--- src/verilog/tlsr_pkg.sv ---
package tlsr_pkg;

   // ****************************************
   // Register map, as seen through the pointer
   // ****************************************
   localparam int PTR_W = 3;
   localparam logic [2:0] PTR_LOWER = 3'h3;
   localparam logic [2:0] PTR_CTRL = 3'h4;

   localparam int DATA_W = 16;
   localparam int LIM_MSB = 15;
   localparam int LIM_LSB = 5;
   localparam int LIM_W = LIM_MSB - LIM_LSB + 1;
   localparam logic [15:0] LOWER_RST = 16'h8000;
   localparam logic [4:0] LIM_PAD = 5'h00;

   // ****************************************
   // Control/status byte layout
   // ****************************************
   localparam logic [7:0] CTRL_RST = 8'h08;
   localparam int BIT_TO_OFF = 7;
   localparam int BIT_RES_HI = 6;
   localparam int BIT_RES_LO = 5;
   localparam int BIT_RSV = 4;
   localparam int BIT_ALERT = 3;
   localparam int BIT_OVER = 2;
   localparam int BIT_UNDER = 1;
   localparam int BIT_DONE = 0;
   localparam logic [7:0] UPPER_ZERO = 8'h00;

   // ****************************************
   // Resolution select and the valid bits of each
   // ****************************************
   typedef enum logic [1:0] {RES_11B, RES_12B, RES_13B, RES_14B} tlsr_res_t;
   localparam logic [15:0] MASK_11B = 16'hFFE0;
   localparam logic [15:0] MASK_12B = 16'hFFF0;
   localparam logic [15:0] MASK_13B = 16'hFFF8;
   localparam logic [15:0] MASK_14B = 16'hFFFC;

   // ****************************************
   // Bus-idle time-out
   // ****************************************
   localparam int MCLK_KHZ = 10000;
   localparam int BUS_TIMEOUT_US = 30000;
   localparam int BUS_TIMEOUT_CYC = BUS_TIMEOUT_US * MCLK_KHZ / 1000;
   localparam int TMO_CNT_W = 19;

endpackage : tlsr_pkg

--- src/verilog/tlsr_bus_timer.sv ---
`timescale 1ns/1ns
module tlsr_bus_timer #(
   parameter int TIMEOUT_CYC = tlsr_pkg::BUS_TIMEOUT_CYC
) (
   // Clock and reset
   input wire logic mclk,
   input wire logic rstn,
   // Bus lines, asynchronous to mclk
   input wire logic smbclk,
   input wire logic smbdat,
   // Control and result
   input wire logic bus_timeout_off,
   output logic bus_timeout
);

   logic [1:0] clk_sync_r;
   logic [1:0] dat_sync_r;
   logic [tlsr_pkg::TMO_CNT_W-1:0] cnt_r, cnt_nxt;
   logic tmo_r, tmo_nxt;
   logic [tlsr_pkg::TMO_CNT_W-1:0] limit;
   logic line_low;

   always_ff @(posedge mclk or negedge rstn) begin
      if (!rstn) begin
         clk_sync_r <= 2'h3;
         dat_sync_r <= 2'h3;
      end else begin
         clk_sync_r <= {clk_sync_r[0], smbclk};
         dat_sync_r <= {dat_sync_r[0], smbdat};
      end
   end

   // Either line stuck low counts; the wait restarts once both lines are high or the time-out is switched off
   always_comb begin
      limit = tlsr_pkg::TMO_CNT_W'(TIMEOUT_CYC - 1);
      line_low = !clk_sync_r[1] || !dat_sync_r[1];
      cnt_nxt = cnt_r;
      tmo_nxt = 1'b0;
      if (bus_timeout_off || !line_low) begin
         cnt_nxt = '0;
      end else if (cnt_r != limit) begin
         cnt_nxt = cnt_r + 1'b1;
         tmo_nxt = (cnt_r + 1'b1) == limit;
      end
   end

   always_ff @(posedge mclk or negedge rstn) begin
      if (!rstn) begin
         cnt_r <= '0;
         tmo_r <= 1'b0;
      end else begin
         cnt_r <= cnt_nxt;
         tmo_r <= tmo_nxt;
      end
   end

   assign bus_timeout = tmo_r;
endmodule : tlsr_bus_timer

--- src/verilog/tlsr_limit_cmp.sv ---
`timescale 1ns/1ns
module tlsr_limit_cmp (
   // Clock and reset
   input wire logic mclk,
   input wire logic rstn,
   // Conversion result and limits
   input wire logic sample,
   input wire tlsr_pkg::tlsr_res_t res,
   input wire logic [15:0] temp_data,
   input wire logic [15:0] upper_threshold,
   input wire logic [tlsr_pkg::LIM_W-1:0] lower_lim,
   // Comparison state
   output logic over_now,
   output logic under_now,
   output logic over_hit,
   output logic under_hit
);

   logic [15:0] mask;
   logic signed [15:0] temp_m;
   logic signed [15:0] upper_s;
   logic signed [15:0] lower_s;
   logic over_now_r, over_now_nxt;
   logic under_now_r, under_now_nxt;
   logic over_hit_r, over_hit_nxt;
   logic under_hit_r, under_hit_nxt;

   always_comb begin
      unique case (res)
         tlsr_pkg::RES_11B: mask = tlsr_pkg::MASK_11B;
         tlsr_pkg::RES_12B: mask = tlsr_pkg::MASK_12B;
         tlsr_pkg::RES_13B: mask = tlsr_pkg::MASK_13B;
         tlsr_pkg::RES_14B: mask = tlsr_pkg::MASK_14B;
      endcase
   end

   always_comb begin
      temp_m = $signed(temp_data & mask);
      upper_s = $signed({upper_threshold[tlsr_pkg::LIM_MSB:tlsr_pkg::LIM_LSB], tlsr_pkg::LIM_PAD});
      lower_s = $signed({lower_lim, tlsr_pkg::LIM_PAD});
      over_now_nxt = over_now_r;
      under_now_nxt = under_now_r;
      over_hit_nxt = 1'b0;
      under_hit_nxt = 1'b0;
      if (sample) begin
         over_now_nxt = temp_m > upper_s;
         under_now_nxt = temp_m < lower_s;
         over_hit_nxt = temp_m > upper_s;
         under_hit_nxt = temp_m < lower_s;
      end
   end

   always_ff @(posedge mclk or negedge rstn) begin
      if (!rstn) begin
         over_now_r <= 1'b0;
         under_now_r <= 1'b0;
         over_hit_r <= 1'b0;
         under_hit_r <= 1'b0;
      end else begin
         over_now_r <= over_now_nxt;
         under_now_r <= under_now_nxt;
         over_hit_r <= over_hit_nxt;
         under_hit_r <= under_hit_nxt;
      end
   end

   assign over_now = over_now_r;
   assign under_now = under_now_r;
   assign over_hit = over_hit_r;
   assign under_hit = under_hit_r;
endmodule : tlsr_limit_cmp

--- src/verilog/tlsr_regs.sv ---
`timescale 1ns/1ns
module tlsr_regs #(
   parameter int TIMEOUT_CYC = tlsr_pkg::BUS_TIMEOUT_CYC
) (
   // Clock and reset
   input wire logic mclk,
   input wire logic rstn,
   // Register access from the serial engine
   input wire logic [tlsr_pkg::PTR_W-1:0] reg_ptr,
   input wire logic reg_wr,
   input wire logic [15:0] reg_wdata,
   input wire logic reg_rd,
   output logic [15:0] reg_rdata,
   // Conversion engine
   input wire logic shutdown_mode,
   input wire logic conv_start,
   input wire logic conv_done,
   input wire logic [15:0] temp_data,
   output tlsr_pkg::tlsr_res_t precision_sel,
   // Neighbouring registers and alert controls
   input wire logic [15:0] upper_threshold,
   input wire logic alert_polarity_sel,
   input wire logic alert_disable,
   input wire logic alert_clear_cmd,
   input wire logic ara_clear,
   // Alert pin, open drain
   output logic alert_pin,
   output logic alert_oe,
   // Bus lines and time-out
   input wire logic smbclk,
   input wire logic smbdat,
   output logic bus_timeout_off,
   output logic bus_timeout
);

   // ****************************************
   // Stored fields
   // ****************************************
   logic [tlsr_pkg::LIM_W-1:0] lower_r, lower_nxt;
   logic to_off_r, to_off_nxt;
   tlsr_pkg::tlsr_res_t res_r, res_nxt;
   logic alert_r, alert_nxt;
   logic level_r, level_nxt;
   logic over_r, over_nxt;
   logic under_r, under_nxt;
   logic done_r, done_nxt;
   logic [15:0] rdata_r, rdata_nxt;

   logic over_now, under_now, over_hit, under_hit;
   logic wr_lower, wr_ctrl, rd_ctrl;
   logic done_view;
   logic [7:0] ctrl_byte;

   assign wr_lower = reg_wr && reg_ptr == tlsr_pkg::PTR_LOWER;
   assign wr_ctrl = reg_wr && reg_ptr == tlsr_pkg::PTR_CTRL;
   assign rd_ctrl = reg_rd && reg_ptr == tlsr_pkg::PTR_CTRL;

   // ****************************************
   // Limit comparison and bus timer
   // ****************************************
   tlsr_limit_cmp u_cmp (
      .mclk(mclk),
      .rstn(rstn),
      .sample(conv_done),
      .res(res_r),
      .temp_data(temp_data),
      .upper_threshold(upper_threshold),
      .lower_lim(lower_r),
      .over_now(over_now),
      .under_now(under_now),
      .over_hit(over_hit),
      .under_hit(under_hit)
   );

   tlsr_bus_timer #(
      .TIMEOUT_CYC(TIMEOUT_CYC)
   ) u_timer (
      .mclk(mclk),
      .rstn(rstn),
      .smbclk(smbclk),
      .smbdat(smbdat),
      .bus_timeout_off(to_off_r),
      .bus_timeout(bus_timeout)
   );

   // ****************************************
   // Register writes
   // ****************************************
   always_comb begin
      lower_nxt = lower_r;
      to_off_nxt = to_off_r;
      res_nxt = res_r;
      if (wr_lower) begin
         lower_nxt = reg_wdata[tlsr_pkg::LIM_MSB:tlsr_pkg::LIM_LSB];
      end
      if (wr_ctrl) begin
         to_off_nxt = reg_wdata[tlsr_pkg::BIT_TO_OFF];
         res_nxt = tlsr_pkg::tlsr_res_t'(reg_wdata[tlsr_pkg::BIT_RES_HI:tlsr_pkg::BIT_RES_LO]);
      end
   end

   // ****************************************
   // Alert, flags and conversion status
   // ****************************************
   // Every flag lets a same-cycle set win over its clear, so no event is lost
   always_comb begin
      alert_nxt = alert_r;
      if (alert_clear_cmd || ara_clear || under_hit) begin
         alert_nxt = 1'b0;
      end
      if (over_hit) begin
         alert_nxt = 1'b1;
      end
      if (alert_nxt && !alert_disable) begin
         level_nxt = alert_polarity_sel;
      end else begin
         level_nxt = !alert_polarity_sel;
      end

      over_nxt = over_r;
      if (rd_ctrl && !over_now) begin
         over_nxt = 1'b0;
      end
      if (over_hit) begin
         over_nxt = 1'b1;
      end

      under_nxt = under_r;
      if (rd_ctrl && !under_now) begin
         under_nxt = 1'b0;
      end
      if (under_hit) begin
         under_nxt = 1'b1;
      end

      done_nxt = done_r;
      if (conv_start) begin
         done_nxt = 1'b0;
      end
      if (conv_done) begin
         done_nxt = 1'b1;
      end
   end

   // ****************************************
   // Read data
   // ****************************************
   // continuous mode reads done
   assign done_view = done_r || !shutdown_mode;

   assign ctrl_byte = {to_off_r, res_r, 1'b0, level_r, over_r, under_r, done_view};

   always_comb begin
      unique case (reg_ptr)
         tlsr_pkg::PTR_LOWER: rdata_nxt = {lower_r, tlsr_pkg::LIM_PAD};
         tlsr_pkg::PTR_CTRL: rdata_nxt = {tlsr_pkg::UPPER_ZERO, ctrl_byte};
         default: rdata_nxt = '0;
      endcase
   end

   // ****************************************
   // State registers
   // ****************************************
   always_ff @(posedge mclk or negedge rstn) begin
      if (!rstn) begin
         lower_r <= tlsr_pkg::LOWER_RST[tlsr_pkg::LIM_MSB:tlsr_pkg::LIM_LSB];
         to_off_r <= tlsr_pkg::CTRL_RST[tlsr_pkg::BIT_TO_OFF];
         res_r <= tlsr_pkg::tlsr_res_t'(tlsr_pkg::CTRL_RST[tlsr_pkg::BIT_RES_HI:tlsr_pkg::BIT_RES_LO]);
         alert_r <= 1'b0;
         level_r <= tlsr_pkg::CTRL_RST[tlsr_pkg::BIT_ALERT];
         over_r <= tlsr_pkg::CTRL_RST[tlsr_pkg::BIT_OVER];
         under_r <= tlsr_pkg::CTRL_RST[tlsr_pkg::BIT_UNDER];
         done_r <= tlsr_pkg::CTRL_RST[tlsr_pkg::BIT_DONE];
         rdata_r <= '0;
      end else begin
         lower_r <= lower_nxt;
         to_off_r <= to_off_nxt;
         res_r <= res_nxt;
         alert_r <= alert_nxt;
         level_r <= level_nxt;
         over_r <= over_nxt;
         under_r <= under_nxt;
         done_r <= done_nxt;
         rdata_r <= rdata_nxt;
      end
   end

   // Open drain: the pin is pulled low only, high level is the release
   assign alert_pin = level_r;
   assign alert_oe = !level_r;
   assign reg_rdata = rdata_r;
   assign precision_sel = res_r;
   assign bus_timeout_off = to_off_r;
endmodule : tlsr_regs
--- config.mk ---
export PLATFORM = sky130hd
export DESIGN_NAME = tlsr_regs
export DESIGN_NICKNAME = d
export VERILOG_FILES = /design/src/verilog/tlsr_pkg.sv /design/src/verilog/tlsr_bus_timer.sv /design/src/verilog/tlsr_limit_cmp.sv /design/src/verilog/tlsr_regs.sv
export SDC_FILE = /design/constraint.sdc
export NUM_CORES = 1
export LEC_CHECK = 0
export ABC_AREA = 1
export BUFFER_PORTS_ARGS = -buffer_cell sky130_fd_sc_hd__buf_4
export CORE_ASPECT_RATIO = 2
export CORE_MARGIN = 4
export CORE_UTILIZATION = 30
export DETAILED_ROUTE_END_ITERATION = 16
export SLEW_MARGIN = 5
export SYNTH_ARGS = -nofsm -noshare
export SYNTH_HDL_FRONTEND = slang
export SYNTH_HIERARCHICAL = 1
export SYNTH_SLANG_ARGS = --single-unit
--- constraint.sdc ---
create_clock -name mclk -period 1.5 [get_ports mclk]
set_input_delay 0.225 -clock mclk [delete_from_list [all_inputs] [get_ports mclk]]
set_output_delay 0.225 -clock mclk [all_outputs]
set_load 0.01 [all_outputs]
==> run metrics <==
initial antenna violation count 0; number of antenna diodes 0; Clock Sinks 62; largest net degree at the start of global routing 30; crit-path cells buf_6 -> nand2_2 -> nor2_4 -> nand2_2 -> nor2_1 -> nand2_1 -> nand2_1 -> nand2_1 -> nor2_1 -> nand3_1 -> nor2_1; synth warn 6; worst-case clock buffer depth 2; CP arrival 1830 ps; delay-heaviest family, CP simple AND/OR/NAND/NOR gates; RSZ-0062 raised after global routing true; CP max-delay cell dfrtp_1; Critical Path Sink Type flop; status finished with violations; wire length of the first global-routing pass 15900 um; die area 13700 um2; die width 84.7 um; Leak Pwr 2.57 nW; detailed placement HPWL 7860 um; worst skew pair latency 340 ps; Hold Fails Final Rpt 0; Max Slew Vio Count 0; ys async rst share 1.00; vias per inst 4.47; failing checks negative setup slack; CTS root buf clkbuf_16; clock skew 5.76 ps; period utilization 1.04; Worst Setup Start Kind flop; number of routed nets with antenna violations 0; top-area cell type share of the netlist area 0.397; DRT Wirelength 9800 um; post-synthesis cell area 3530 um2; via count 3141; Max-slew headroom 0.627; via count of the first global-routing pass 3296; CP Buf/Inv Count 1; Netlist cell types 36; total power 0.00514 W; fraction of layout instances using a drive strength above 1 0.329; CP Class reg2reg; Post-layout nets 642; post-synth top area cell dfrtp_1; syn nets 534; CTS tree yes; Initial Util 0.309; DRC Markers 0; post-route setup slack -57.5 ps; Max stage delay on crit path 400 ps; Max Fclk 642 MHz; Worst Path Max Fanout 4; top-count cell post-synth nand2_1; WL/cell 14.0 um; Max Cap Viol 0; clk slew on worst S/H paths 60 ps; Finished Layout Cells 702; port buffer count 72; GP Congestion 0.881; area delta synth->final 38.6%; total track usage 0.151; Synth area leaders dfrtp_1, nand2_1, inv_1; post-synthesis cell count 447; Site Rows 55; Slew @ Worst Pin 559 ps; Synth top cells by count nand2_1, inv_1, dfrtp_1, nor2_1, ha_1; Syn Area/Cell 7.90 um2; total CTS buffers 9; Setup-failing EPs final 3; H-tree lvl count 3; First-pass DRT Iterations 4; Peak supply drop 0.675 mV; HP Class in2reg; Final Critical Period 1560 ps; Core ar. 11400 um2; DRT iter0 DRCs 79; grt total ovfl 0; Seq cells post-synth 62; fillcell total 1189; I/O Pins 86; Post-synth EDFFs 0; Seq/Total Area, Yosys 0.442; ys flop type dfrtp_1; Die H 161 um; dpl cells 678; power density cells 1050 nW/um2; CP required 1770 ps
cell usage in the layout, fill, tap and decap left out, types with 2 or more instances in the layout:
| master | count |
|---|---|
| nand2_2 | 13 |
| buf_4 | 96 |
| dfrtp_2 | 5 |
| nor2_2 | 5 |
| dlygate4sd3_1 | 3 |
| nand2_1 | 105 |
| a21o_1 | 2 |
| o21ai_1 | 7 |
| xor2_2 | 2 |
| nand3_2 | 5 |
| nand2_4 | 4 |
| a21oi_1 | 15 |
| o21ai_2 | 2 |
| clkbuf_16 | 9 |
| nand3_1 | 20 |
| o21bai_1 | 2 |
| inv_1 | 77 |
| nand4_1 | 9 |
| clkinv_2 | 3 |
| ha_4 | 2 |
| nor2_1 | 43 |
| nor2_4 | 9 |
| o21ai_0 | 13 |
| dfstp_2 | 6 |
| inv_2 | 10 |
| ha_1 | 21 |
| dfrtp_1 | 51 |
| buf_6 | 2 |
sequential cells by signal (all words and copies together) (netlist names):
register / cells
alert_pin: 1
alert_r: 1
bus_timeout_off: 1
done_r: 1
lower_r: 11
over_r: 1
precision_sel: 2
reg_rdata: 15
u_cmp/over_hit: 1
u_cmp/over_now: 1
u_cmp/under_hit: 1
u_cmp/under_now: 1
u_timer/bus_timeout: 1
u_timer/clk_sync_r: 2
u_timer/cnt_r: 19
u_timer/dat_sync_r: 2
under_r: 1
worst reg2reg max path, stage by stage (launching register included):
cell and delay [ps]:
dfrtp_1 400, buf_6 130, nand2_2 60, nor2_4 190
nand2_2 100, nor2_1 90, nand2_1 70, nand2_1 100
nand2_1 60, nor2_1 110, nand3_1 80, nor2_1 90
final timing paths:
| check | depth (start not counted) | end | slack (ps) | from |
|---|---|---|---|---|
| worst max-delay path | 11 | u_timer/bus_timeout$_DFF_PN0_ | -60 | u_timer/cnt_r[1]$_DFFE_PN0P_ |
| worst min-delay path | 2 | reg_rdata[0]$_DFF_PN0_ | 70 | shutdown_mode |
| worst min register to register | 0 | u_timer/dat_sync_r[1]$_DFF_PN1_ | 350 | u_timer/dat_sync_r[0]$_DFF_PN1_ |
| worst max register to register | 11 | u_timer/bus_timeout$_DFF_PN0_ | -60 | u_timer/cnt_r[1]$_DFFE_PN0P_ |
| max in group asynchronous | 3 | lower_r[10]$_DFFE_PN1P_ | 590 | rstn |
| min in group asynchronous | 2 | u_timer/cnt_r[8]$_DFFE_PN0P_ | 350 | rstn |
cells by family (layout without fill, tap and decap cells):
logic type,Yosys count,after routing,synth area share
other cells,1,1,0.00106
flops,62,62,0.442
simple gates,221,221,0.292
xor+xnor,3,3,0.0117
fa+ha+maj,23,23,0.0815
buf+inv,93,206,0.104
compound gates,44,44,0.0681
metal layers:
metal / vias to the layer above / share of wire / GRT usage
met5: - / 0 / 0
met4: 0 / 0.039 / 0.0850
met3: 24 / 0.046 / 0.0342
met2: 81 / 0.57 / 0.284
met1: 1435 / 0.35 / 0.148
li1: 1601 / - / -
area by class of cell:
cell class / instances / area [um2] / share of cell area
multi-input cells: 292 / 1730 / 0.353
flip-flops and latches: 62 / 1570 / 0.320
repair buffers: 102 / 793 / 0.162
inverters: 88 / 330 / 0.0675
clock buffers: 10 / 239 / 0.0488
well taps: 142 / 178 / 0.0363
clock inverters: 6 / 61.3 / 0.0125
power by group:
group | internal [W] | switching [W]
sequential | 0.00185 | 0.000123
clock | 0.00132 | 0.000780
combinational | 0.000491 | 0.000568
total | 0.00367 | 0.00147
stage by stage:
stage | setup TNS (ps) | utilization | area [um2] | setup WS (ps) | hold WS, ps
after floorplan | 0 | - | 3540 | 1.38 | -70.6
after global placement | -160 | 0.385 | 4400 | -63.6 | 171
after detailed placement | -279 | 0.385 | 4400 | -96.8 | 177
after CTS | -73.1 | 0.417 | 4770 | -50.1 | 56.0
after global routing | -490 | 0.428 | 4890 | -176 | 59.0
final | -137 | 0.428 | 4890 | -57.5 | 66.6
timing repair:
action	4_1_cts	5_1_grt
setup endpoints to repair	5	12
buffers inserted	0	5
resized for setup	10	32
pin swaps	7	17
hold endpoints to repair	23	0
hold buffers	3	0
Note: power is estimated with default switching activity, not from simulation.
